==> src/core/tlih_pkg.sv <==
// package for the two-level interrupt handler: map, layouts, timing
// assumes an AXI4-Lite master and a CPU pipeline on the same clock
package tlih_pkg;

    localparam int unsigned NUM_ORDERS = 15;
    localparam int unsigned CLK_MHZ    = 25;
    localparam int unsigned DETECT_NS  = 40;
    localparam int unsigned DETECT_CYC =
        (DETECT_NS * CLK_MHZ + 999) / 1000;
    localparam int unsigned CALL_CYC   = 4;

    // order numbers
    localparam int unsigned ORD_EXT0 = 0;
    localparam int unsigned ORD_TMR0 = 1;
    localparam int unsigned ORD_EXT1 = 2;
    localparam int unsigned ORD_TMR1 = 3;
    localparam int unsigned ORD_RSV0 = 8;
    localparam int unsigned ORD_RSV1 = 13;

    localparam logic [15:0] VEC_RESET = 16'h0000;
    localparam logic [15:0] VEC_BASE  = 16'h0003;
    localparam logic [15:0] VEC_STEP  = 16'h0008;

    // valid orders: all but the two reserved slots
    localparam logic [14:0] ORDER_VALID = 15'h5EFF;
    // flags cleared by hardware on vectoring
    localparam logic [14:0] HW_CLEAR    = 15'h000F;

    // register byte offsets
    localparam logic [7:0] OFS_CTRL    = 8'h00;
    localparam logic [7:0] OFS_ENABLE  = 8'h04;
    localparam logic [7:0] OFS_PRIO    = 8'h08;
    localparam logic [7:0] OFS_PEND    = 8'h0C;
    localparam logic [7:0] OFS_PSET    = 8'h10;
    localparam logic [7:0] OFS_PCLR    = 8'h14;
    localparam logic [7:0] OFS_STATUS  = 8'h18;

    // control register fields
    localparam int unsigned CTRL_GEN  = 0;
    localparam int unsigned CTRL_IT0  = 1;
    localparam int unsigned CTRL_IT1  = 2;
    localparam int unsigned CTRL_PL0  = 3;
    localparam int unsigned CTRL_PL1  = 4;

    localparam logic [1:0] RESP_OKAY   = 2'h0;
    localparam logic [1:0] RESP_SLVERR = 2'h2;

    // cpu pipeline status toward the handler
    typedef struct packed {
        logic instr_done;   // current instruction completes this cycle
        logic is_return_from_interrupt;      // completing instruction is a return
        logic clears_gen;   // completing instruction clears global enable
        logic next_multi;   // following instruction is multi-cycle
    } tlih_cpu_t;

    // vector request toward the cpu
    typedef struct packed {
        logic        valid;
        logic [15:0] addr;
        logic [3:0]  order;
        logic        high;
    } tlih_call_t;

endpackage : tlih_pkg

==> src/core/tlih_top.sv <==
// two-level interrupt handler with AXI4-Lite registers
// assumes cpu status, flag set pulses and pins; one clock, sync reset
`timescale 1ns/1ps
`default_nettype none
module tlih_top
#(
    parameter int unsigned N_SRC = 15
)
(
    // clock and reset
    input  wire logic                aclk,
    input  wire logic                aresetn,
    // axi4-lite write
    input  wire logic [7:0]          s_axi_awaddr,
    input  wire logic                s_axi_awvalid,
    output var  logic                s_axi_awready,
    input  wire logic [31:0]         s_axi_wdata,
    input  wire logic [3:0]          s_axi_wstrb,
    input  wire logic                s_axi_wvalid,
    output var  logic                s_axi_wready,
    output var  logic [1:0]          s_axi_bresp,
    output var  logic                s_axi_bvalid,
    input  wire logic                s_axi_bready,
    // axi4-lite read
    input  wire logic [7:0]          s_axi_araddr,
    input  wire logic                s_axi_arvalid,
    output var  logic                s_axi_arready,
    output var  logic [31:0]         s_axi_rdata,
    output var  logic [1:0]          s_axi_rresp,
    output var  logic                s_axi_rvalid,
    input  wire logic                s_axi_rready,
    // peripherals and pins
    input  wire logic [N_SRC-1:0]    periph_set,
    input  wire logic                external_irq_zero,
    input  wire logic                external_irq_one,
    // cpu pipeline
    input  wire tlih_pkg::tlih_cpu_t cpu,
    output var  tlih_pkg::tlih_call_t call_q,
    output var  logic                global_irq_enable_q
);

    // ----------------------------------------------------------------
    // state
    // ----------------------------------------------------------------
    typedef enum logic [1:0]
    {
        ST_IDLE = 2'b00,
        ST_WAIT = 2'b01,
        ST_CALL = 2'b10,
        ST_HOLD = 2'b11
    } tlih_state_t;

    tlih_state_t             state_q;
    logic [N_SRC-1:0]        pend_q;
    logic [N_SRC-1:0]        enable_q;
    logic [N_SRC-1:0]        prio_q;
    logic                    ext0_trigger_type_q;
    logic                    ext1_trigger_type_q;
    logic                    ext0_polarity_q;
    logic                    ext1_polarity_q;
    logic                    in_svc_lo_q;
    logic                    in_svc_hi_q;
    logic                    return_from_interrupt_gap_q;
    logic [1:0]              call_cnt_q;
    logic [1:0]              sync0_q;
    logic [1:0]              sync1_q;
    logic [1:0]              prev_q;
    logic                    aw_held_q;
    logic                    w_held_q;
    logic [7:0]              awaddr_q;
    logic [31:0]             wdata_q;
    logic [3:0]              wstrb_q;

    // ----------------------------------------------------------------
    // external inputs
    // ----------------------------------------------------------------
    logic act0;
    logic act1;

    // pins are only observed, never driven, so other users are unaffected
    always_ff @(posedge aclk)
    begin
        if (!aresetn)
        begin
            // pins start idle for the default low polarity: no false edge
            sync0_q <= 2'h3;
            sync1_q <= 2'h3;
            prev_q  <= 2'h0;
        end
        else
        begin
            sync0_q <= {sync0_q[0], external_irq_zero};
            sync1_q <= {sync1_q[0], external_irq_one};
            prev_q  <= {act1, act0};
        end
    end

    assign act0 = ~(sync0_q[1] ^ ext0_polarity_q);
    assign act1 = ~(sync1_q[1] ^ ext1_polarity_q);

    logic [N_SRC-1:0] ext_edge;
    logic [N_SRC-1:0] ext_level_mask;
    logic [N_SRC-1:0] ext_level_val;
    always_comb
    begin
        ext_edge       = '0;
        ext_level_mask = '0;
        ext_level_val  = '0;
        ext_edge[tlih_pkg::ORD_EXT0] = ext0_trigger_type_q
                                       & act0 & ~prev_q[0];
        ext_edge[tlih_pkg::ORD_EXT1] = ext1_trigger_type_q
                                       & act1 & ~prev_q[1];
        ext_level_mask[tlih_pkg::ORD_EXT0] = ~ext0_trigger_type_q;
        ext_level_mask[tlih_pkg::ORD_EXT1] = ~ext1_trigger_type_q;
        ext_level_val[tlih_pkg::ORD_EXT0]  = act0;
        ext_level_val[tlih_pkg::ORD_EXT1]  = act1;
    end

    // ----------------------------------------------------------------
    // arbitration
    // ----------------------------------------------------------------
    logic [N_SRC-1:0] req;
    logic [N_SRC-1:0] req_hi;
    logic [N_SRC-1:0] pick_vec;
    logic [3:0]       pick;
    logic             pick_hi;
    logic             any_req;
    logic             allowed;

    // flags stay set even while disabled; vectoring just ignores them
    assign req = pend_q & enable_q & tlih_pkg::ORDER_VALID[N_SRC-1:0]
                 & {N_SRC{global_irq_enable_q}};
    assign req_hi  = req & prio_q;
    assign any_req = |req;
    assign pick_hi = |req_hi;
    assign pick_vec = pick_hi ? req_hi : req;

    always_comb
    begin
        pick = '0;
        // lowest order number wins within a level
        for (int i = N_SRC - 1; i >= 0; i--)
        begin
            if (pick_vec[i])
            begin
                pick = 4'(i);
            end
        end
    end

    // high may preempt low; nothing preempts high
    assign allowed = any_req && !in_svc_hi_q
                     && (!in_svc_lo_q || pick_hi)
                     && !return_from_interrupt_gap_q;

    // an enable-clear followed by multi-cycle work blocks the call
    logic take;
    assign take = allowed && cpu.instr_done && !cpu.is_return_from_interrupt
                  && !(cpu.clears_gen && cpu.next_multi);

    // ----------------------------------------------------------------
    // sequencer
    // ----------------------------------------------------------------
    always_ff @(posedge aclk)
    begin
        if (!aresetn)
        begin
            state_q    <= ST_IDLE;
            call_cnt_q <= 2'h0;
            call_q     <= '0;
            call_q.addr <= tlih_pkg::VEC_RESET;
        end
        else
        begin
            unique case (state_q)
                ST_IDLE:
                begin
                    call_q.valid <= 1'b0;
                    if (allowed)
                    begin
                        state_q <= ST_WAIT;
                    end
                end
                ST_WAIT:
                begin
                    // request sampled; wait for instruction boundary
                    if (!allowed)
                    begin
                        state_q <= ST_IDLE;
                    end
                    else if (take)
                    begin
                        state_q      <= ST_CALL;
                        call_cnt_q   <= 2'(tlih_pkg::CALL_CYC - 1);
                        call_q.valid <= 1'b1;
                        call_q.order <= pick;
                        call_q.high  <= pick_hi;
                        call_q.addr  <= tlih_pkg::VEC_BASE
                            + 16'(pick) * tlih_pkg::VEC_STEP;
                    end
                end
                ST_CALL:
                begin
                    // long call runs for the call duration
                    if (call_cnt_q == 2'h1)
                    begin
                        state_q <= ST_HOLD;
                    end
                    call_cnt_q <= call_cnt_q - 2'h1;
                end
                ST_HOLD:
                begin
                    call_q.valid <= 1'b0;
                    state_q      <= ST_IDLE;
                end
            endcase
        end
    end

    logic vectoring;
    assign vectoring = (state_q == ST_WAIT) && take;

    // ----------------------------------------------------------------
    // in-service levels
    // ----------------------------------------------------------------
    always_ff @(posedge aclk)
    begin
        if (!aresetn)
        begin
            in_svc_lo_q <= 1'b0;
            in_svc_hi_q <= 1'b0;
            return_from_interrupt_gap_q  <= 1'b0;
        end
        else
        begin
            if (cpu.instr_done)
            begin
                return_from_interrupt_gap_q <= cpu.is_return_from_interrupt;
            end
            if (vectoring)
            begin
                if (pick_hi)
                begin
                    in_svc_hi_q <= 1'b1;
                end
                else
                begin
                    in_svc_lo_q <= 1'b1;
                end
            end
            else if (cpu.instr_done && cpu.is_return_from_interrupt)
            begin
                // return ends the innermost level; low resumes
                if (in_svc_hi_q)
                begin
                    in_svc_hi_q <= 1'b0;
                end
                else
                begin
                    in_svc_lo_q <= 1'b0;
                end
            end
        end
    end

    // ----------------------------------------------------------------
    // register bus
    // ----------------------------------------------------------------
    logic wr_fire;
    assign wr_fire = aw_held_q && w_held_q && !s_axi_bvalid;

    always_ff @(posedge aclk)
    begin
        if (!aresetn)
        begin
            aw_held_q     <= 1'b0;
            w_held_q      <= 1'b0;
            awaddr_q      <= '0;
            wdata_q       <= '0;
            wstrb_q       <= '0;
            s_axi_awready <= 1'b0;
            s_axi_wready  <= 1'b0;
            s_axi_bvalid  <= 1'b0;
            s_axi_bresp   <= tlih_pkg::RESP_OKAY;
        end
        else
        begin
            s_axi_awready <= !aw_held_q && !s_axi_awready;
            s_axi_wready  <= !w_held_q && !s_axi_wready;
            if (s_axi_awvalid && s_axi_awready)
            begin
                aw_held_q <= 1'b1;
                awaddr_q  <= s_axi_awaddr;
                s_axi_awready <= 1'b0;
            end
            if (s_axi_wvalid && s_axi_wready)
            begin
                w_held_q <= 1'b1;
                wdata_q  <= s_axi_wdata;
                wstrb_q  <= s_axi_wstrb;
                s_axi_wready <= 1'b0;
            end
            if (wr_fire)
            begin
                s_axi_bvalid <= 1'b1;
                s_axi_bresp  <= addr_ok(awaddr_q) ? tlih_pkg::RESP_OKAY
                                                  : tlih_pkg::RESP_SLVERR;
            end
            if (s_axi_bvalid && s_axi_bready)
            begin
                s_axi_bvalid <= 1'b0;
                aw_held_q    <= 1'b0;
                w_held_q     <= 1'b0;
            end
        end
    end

    function automatic logic addr_ok(input logic [7:0] a);
        addr_ok = (a == tlih_pkg::OFS_CTRL) || (a == tlih_pkg::OFS_ENABLE)
               || (a == tlih_pkg::OFS_PRIO) || (a == tlih_pkg::OFS_PEND)
               || (a == tlih_pkg::OFS_PSET) || (a == tlih_pkg::OFS_PCLR)
               || (a == tlih_pkg::OFS_STATUS);
    endfunction

    // write data with byte enables applied to the low two lanes
    logic [15:0] wmask;
    assign wmask = {{8{wstrb_q[1]}}, {8{wstrb_q[0]}}};
    logic [N_SRC-1:0] wbits;
    assign wbits = wdata_q[N_SRC-1:0] & wmask[N_SRC-1:0];

    logic wr_ctrl;
    logic wr_pset;
    logic wr_pclr;
    assign wr_ctrl = wr_fire && awaddr_q == tlih_pkg::OFS_CTRL && wstrb_q[0];
    assign wr_pset = wr_fire && awaddr_q == tlih_pkg::OFS_PSET;
    assign wr_pclr = wr_fire && awaddr_q == tlih_pkg::OFS_PCLR;

    always_ff @(posedge aclk)
    begin
        if (!aresetn)
        begin
            global_irq_enable_q <= 1'b0;
            ext0_trigger_type_q <= 1'b0;
            ext1_trigger_type_q <= 1'b0;
            ext0_polarity_q     <= 1'b0;
            ext1_polarity_q     <= 1'b0;
        end
        else
        begin
            if (wr_ctrl)
            begin
                global_irq_enable_q <= wdata_q[tlih_pkg::CTRL_GEN];
                ext0_trigger_type_q <= wdata_q[tlih_pkg::CTRL_IT0];
                ext1_trigger_type_q <= wdata_q[tlih_pkg::CTRL_IT1];
                ext0_polarity_q     <= wdata_q[tlih_pkg::CTRL_PL0];
                ext1_polarity_q     <= wdata_q[tlih_pkg::CTRL_PL1];
            end
            if (cpu.instr_done && cpu.clears_gen)
            begin
                // cleared before any slipped-through routine can read it
                global_irq_enable_q <= 1'b0;
            end
        end
    end

    always_ff @(posedge aclk)
    begin
        if (!aresetn)
        begin
            enable_q <= '0;
            prio_q   <= '0;
        end
        else if (wr_fire && awaddr_q == tlih_pkg::OFS_ENABLE)
        begin
            enable_q <= (enable_q & ~wmask[N_SRC-1:0]) | wbits;
        end
        else if (wr_fire && awaddr_q == tlih_pkg::OFS_PRIO)
        begin
            prio_q <= (prio_q & ~wmask[N_SRC-1:0]) | wbits;
        end
    end

    // pending flags: a level-mode pin decides its flag; otherwise set wins over every clear
    logic [N_SRC-1:0] hw_clr;
    assign hw_clr = vectoring ? (tlih_pkg::HW_CLEAR[N_SRC-1:0]
                    & (N_SRC'(1) << pick)) : '0;

    generate
        for (genvar g = 0; g < N_SRC; g++)
        begin : g_flag
            logic hw_clr_bit;
            assign hw_clr_bit = hw_clr[g]
                && !(g == tlih_pkg::ORD_EXT0 && !ext0_trigger_type_q)
                && !(g == tlih_pkg::ORD_EXT1 && !ext1_trigger_type_q);
            always_ff @(posedge aclk)
            begin
                if (!aresetn)
                begin
                    pend_q[g] <= 1'b0;
                end
                else if (ext_level_mask[g])
                begin
                    pend_q[g] <= ext_level_val[g];
                end
                else if (periph_set[g] || ext_edge[g]
                         || (wr_pset && wbits[g]))
                begin
                    pend_q[g] <= 1'b1;
                end
                else if (hw_clr_bit || (wr_pclr && wbits[g]))
                begin
                    pend_q[g] <= 1'b0;
                end
            end
        end
    endgenerate

    // ----------------------------------------------------------------
    // register read
    // ----------------------------------------------------------------
    always_ff @(posedge aclk)
    begin
        if (!aresetn)
        begin
            s_axi_arready <= 1'b0;
            s_axi_rvalid  <= 1'b0;
            s_axi_rdata   <= '0;
            s_axi_rresp   <= tlih_pkg::RESP_OKAY;
        end
        else
        begin
            s_axi_arready <= !s_axi_rvalid && !s_axi_arready;
            if (s_axi_arvalid && s_axi_arready)
            begin
                s_axi_arready <= 1'b0;
                s_axi_rvalid  <= 1'b1;
                s_axi_rresp   <= tlih_pkg::RESP_OKAY;
                s_axi_rdata   <= '0;
                unique case (s_axi_araddr)
                    tlih_pkg::OFS_CTRL:
                        s_axi_rdata[4:0] <= {ext1_polarity_q, ext0_polarity_q,
                            ext1_trigger_type_q, ext0_trigger_type_q,
                            global_irq_enable_q};
                    tlih_pkg::OFS_ENABLE:
                        s_axi_rdata[N_SRC-1:0] <= enable_q;
                    tlih_pkg::OFS_PRIO:
                        s_axi_rdata[N_SRC-1:0] <= prio_q;
                    tlih_pkg::OFS_PEND:
                        s_axi_rdata[N_SRC-1:0] <= pend_q;
                    tlih_pkg::OFS_PSET, tlih_pkg::OFS_PCLR:
                        s_axi_rdata <= '0;
                    tlih_pkg::OFS_STATUS:
                        s_axi_rdata[3:0] <= {return_from_interrupt_gap_q, in_svc_hi_q,
                                             in_svc_lo_q, call_q.valid};
                    default:
                        s_axi_rresp <= tlih_pkg::RESP_SLVERR;
                endcase
            end
            else if (s_axi_rvalid && s_axi_rready)
            begin
                s_axi_rvalid <= 1'b0;
            end
        end
    end

endmodule // tlih_top
`default_nettype wire

==> config.mk <==
export PLATFORM = sky130hd
export DESIGN_NAME = tlih_top
export DESIGN_NICKNAME = d
export VERILOG_FILES = /design/src/core/tlih_pkg.sv /design/src/core/tlih_top.sv
export SDC_FILE = /design/constraint.sdc
export NUM_CORES = 1
export LEC_CHECK = 0
export BUFFER_PORTS_ARGS = -buffer_cell sky130_fd_sc_hd__clkbuf_2
export CORE_ASPECT_RATIO = 0.75
export CORE_MARGIN = 2
export CORE_UTILIZATION = 40
export CTS_BUF_LIST = sky130_fd_sc_hd__clkbuf_16
export DETAILED_ROUTE_END_ITERATION = 10
export PLACE_DENSITY_LB_ADDON = 0.15
export SYNTH_ARGS = -nofsm -noshare
export SYNTH_HDL_FRONTEND = slang
export SYNTH_SLANG_ARGS = --single-unit
==> constraint.sdc <==
create_clock -name aclk -period 4 [get_ports aclk]
set_input_delay 0.8 -clock aclk [delete_from_list [all_inputs] [get_ports aclk]]
set_output_delay 0.8 -clock aclk [all_outputs]
set_load 0.05 [all_outputs]
==> metrics <==
Final Cell Area=0.00705 sq mm; XOR/XNOR Fraction of Synth Area=0.00289; Clock power frac=0.491; area delta synth->final=16.6%; Fin Hold WS=between 0.4 and 0.5 ns; Fin. Hold Viols=0; GRT overflow=0; register area=~0.0024 sq mm; Nets=851; Worst Skew=between 0.009 and 0.01 ns; share of the synthesized area in the top cell type=0.394; CTS root buf=clkbuf_16; DP Area=0.00649 sq mm; commonest cells after routing, fill and taps aside=dfxtp_1, nand2_1, clkbuf_2; critical path fanouts, max=23; Synth Cell Area=0.00605 sq mm; worst skew pair latency=0.42 ns; top cells by area, synth=dfxtp_1, a21boi_0, nand2_1, buf_4, nand3_1; worst-path cell chain=and4_1 > or2_0 > nor3_4 > a311oi_2 > nand3_4 > nor4b_4 > o211a_1 > a211oi_1; initial antenna violation count=0; worst path required time=between 4 and 5 ns; sequential share of power=0.423; pin count of the biggest net entering global routing=36; global-route usage over all layers=0.201; # setup viols final=0; internal power=0.00217 W; Iteration-0 DRC Markers=roughly 380; syn avg cell area=8.71 sq um; antenna fix cells=0; DP HPWL=approximately 12000 um; Reg2Reg Launch Point=global_irq_enable_q; worst setup path startpoint=global_irq_enable_q; fin crit share=0.820; Power Dens Cells=around 420 mW/mm^2; port buffer count=between 90 and 100; die area=roughly 0.016 sq mm; die width=146 um; main combinational cell family by area after synthesis=simple AND/OR/NAND/NOR gates; drt pass-1 iters=5; layout cells sized above 1=0.209; synthesized instance count=between 600 and 700; Primary FF master, synth=dfxtp_1; sequential share of the synthesized area=0.394; RSZ-0062 raised after global routing=false; DRC Markers=0; Synth Area in Simple Gates=0.254; CTS buffer count=17; height of the die=111 um; core area=0.0146 sq mm; global-route wire length before repair=about 26000 um; post-route minimum period=roughly 3.3 ns; CP Capture Point=pend_q[2]; register bit total from synthesis=roughly 120; H-tree levels=4; fin. max-slew vios=0; total power=between 0.002 and 0.003 W; Worst Setup Path Type=flop to flop; post-CTS sizing=0; R2R setup slack=just over 0.7 ns; Hold-fix buffers, CTS=0; post-synthesis async set-or-reset flop share=0; Placer Congestion=between 0.8 and 0.9; Clock Sinks=~120; Hold Crit Class=flop to flop; CP Capture Type=flop; CTS Buffer Depth=2; Vias/cell=about 5.3; R2R depth=8; Distinct cells, synth=66; Setup Total Neg Slack=0 ns; Comb pwr share=0.086; Lkg Pwr=between 2 and 3 nW; # fillers=about 1400; Reg clk slew, reported paths=approximately 0.060 ns; crit start category=flop; multiplexer area fraction after synthesis=0.0480; post-synthesis compound-gate area fraction=0.212; commonest non-fill, non-tap cell in the layout=dfxtp_1; WL per Instance=between 15 and 20 um; postcts setup bufs=0; Sw Share=0.274; fmax=between 0.3 and 0.4 GHz; ANT nets after route=0; adder-cell share of the synthesized area=0.0103; crit-path max cell delay=roughly 0.8 ns; largest area contributor in the netlist=dfxtp_1; Max-slew headroom=0.497; Peak supply drop=approximately 0.29 mV; CTS tree=yes; status=completed; NetSw=0.000820 W; WP data arrival=roughly 3.6 ns; YS warnings=0; vias in the first global route=roughly 5000; reg2reg end=pend_q[2]; # IOs=roughly 140; count of flip-flops with a built-in enable after synthesis=0; Worst path slowest cell=dfxtp_1; # rows=38; area of the multi-input gates=approximately 0.0033 sq mm; Starting Density=0.413; Max-Cap Viols=0; DR vias=5209; drt total wl=between 15000 and 20000 um; worst-margin pin slew=approximately 0.75 ns
==> routing by layer <==
metal | wire (um) | global-route usage | share of wire
met4 | 105 | 0.0453 | 0.0066
met2 | 6430 | 0.278 | 0.41
met5 | 0 | 0 | 0
met1 | 8220 | 0.306 | 0.52
met3 | 1070 | 0.0554 | 0.068
==> how the worst min path moves through the flow <==
stage,start,endpoint,slack [ns],cells past startpoint
6_report,sync0_q[0],sync0_q[1],0.40,1
5_1_grt,sync0_q[0],sync0_q[1],0.43,1
4_1_cts,sync0_q[0],sync0_q[1],0.41,1
3_5_place_dp,sync0_q[0],sync0_q[1],0.39,1
3_3_place_gp,sync0_q[0],sync0_q[1],0.39,1
2_1_floorplan,sync0_q[0],sync0_q[1],0.39,1
==> area by class of cell <==
class	instances	area share
Clock buffer	17	0.0603
Clock inverter	15	0.0202
Timing Repair Buffer	101	0.0738
Inverter	9	0.00479
Sequential cell	119	0.338
Multi-Input combinational cell	518	0.468
Tap cell	200	0.0355
==> metrics by stage <==
step	util	worst slack (ns)	cells
2_1_floorplan	-	1.31	723
3_3_place_gp	0.443	0.871	947
3_5_place_dp	0.443	0.766	947
4_1_cts	0.482	0.743	979
5_1_grt	0.482	0.497	979
6_report	0.482	0.721	979
==> cell families (layout without fill, tap and decap cells) <==
logic type               after synthesis  in the layout
AND/OR/NAND/NOR                      289            289
AO/OA/AOI/OAI                        172            172
flip-flops                           119            119
buffers and inverters                 86            142
multiplexers                          21             21
adder cells (fa/ha/maj)                5              5
XOR/XNOR                               2              2
other                                  1             29
==> cell usage after synthesis (3+ instances only) <==
cell type,n
nand4_1,11
buf_6,3
nand2b_1,8
and3_1,8
nor4_1,8
a21boi_0,55
o211ai_1,3
inv_1,9
a22oi_1,14
nor3b_1,9
mux2i_1,5
nor2b_1,28
o21a_1,5
buf_1,3
nor3_1,3
ha_1,5
o311a_1,3
o21ai_0,24
and2_1,23
o31ai_1,5
nand2_1,109
nand3b_1,3
nand3_1,44
a21oi_1,11
dfxtp_1,119
mux4_2,5
and4_1,4
mux2_2,10
a221oi_1,11
nor2_1,15
clkbuf_1,35
a31oi_1,11
buf_4,34
a32oi_1,12
==> worst max-delay path, delay by kind of cell, from the launching register on <==
| kind | cells | cell delay [ns] |
|---|---|---|
| simple gates | 5 | 1.53 |
| flops | 1 | 0.80 |
| compound gates | 3 | 0.80 |
==> power groups by stage <==
stage | sequential (W) | combinational [W] | clock [W]
final | 0.00126 | 0.000257 | 0.00147
after global routing | 0.00127 | 0.000282 | 0.00155
after CTS | 0.00126 | 0.000258 | 0.00149
after detailed placement | 0.00129 | 0.000258 | 0
after floorplan | 0.00129 | 0.000199 | 0
after global placement | 0.00129 | 0.000252 | 0
No activity file was read; power rests on OpenSTA's default activity.
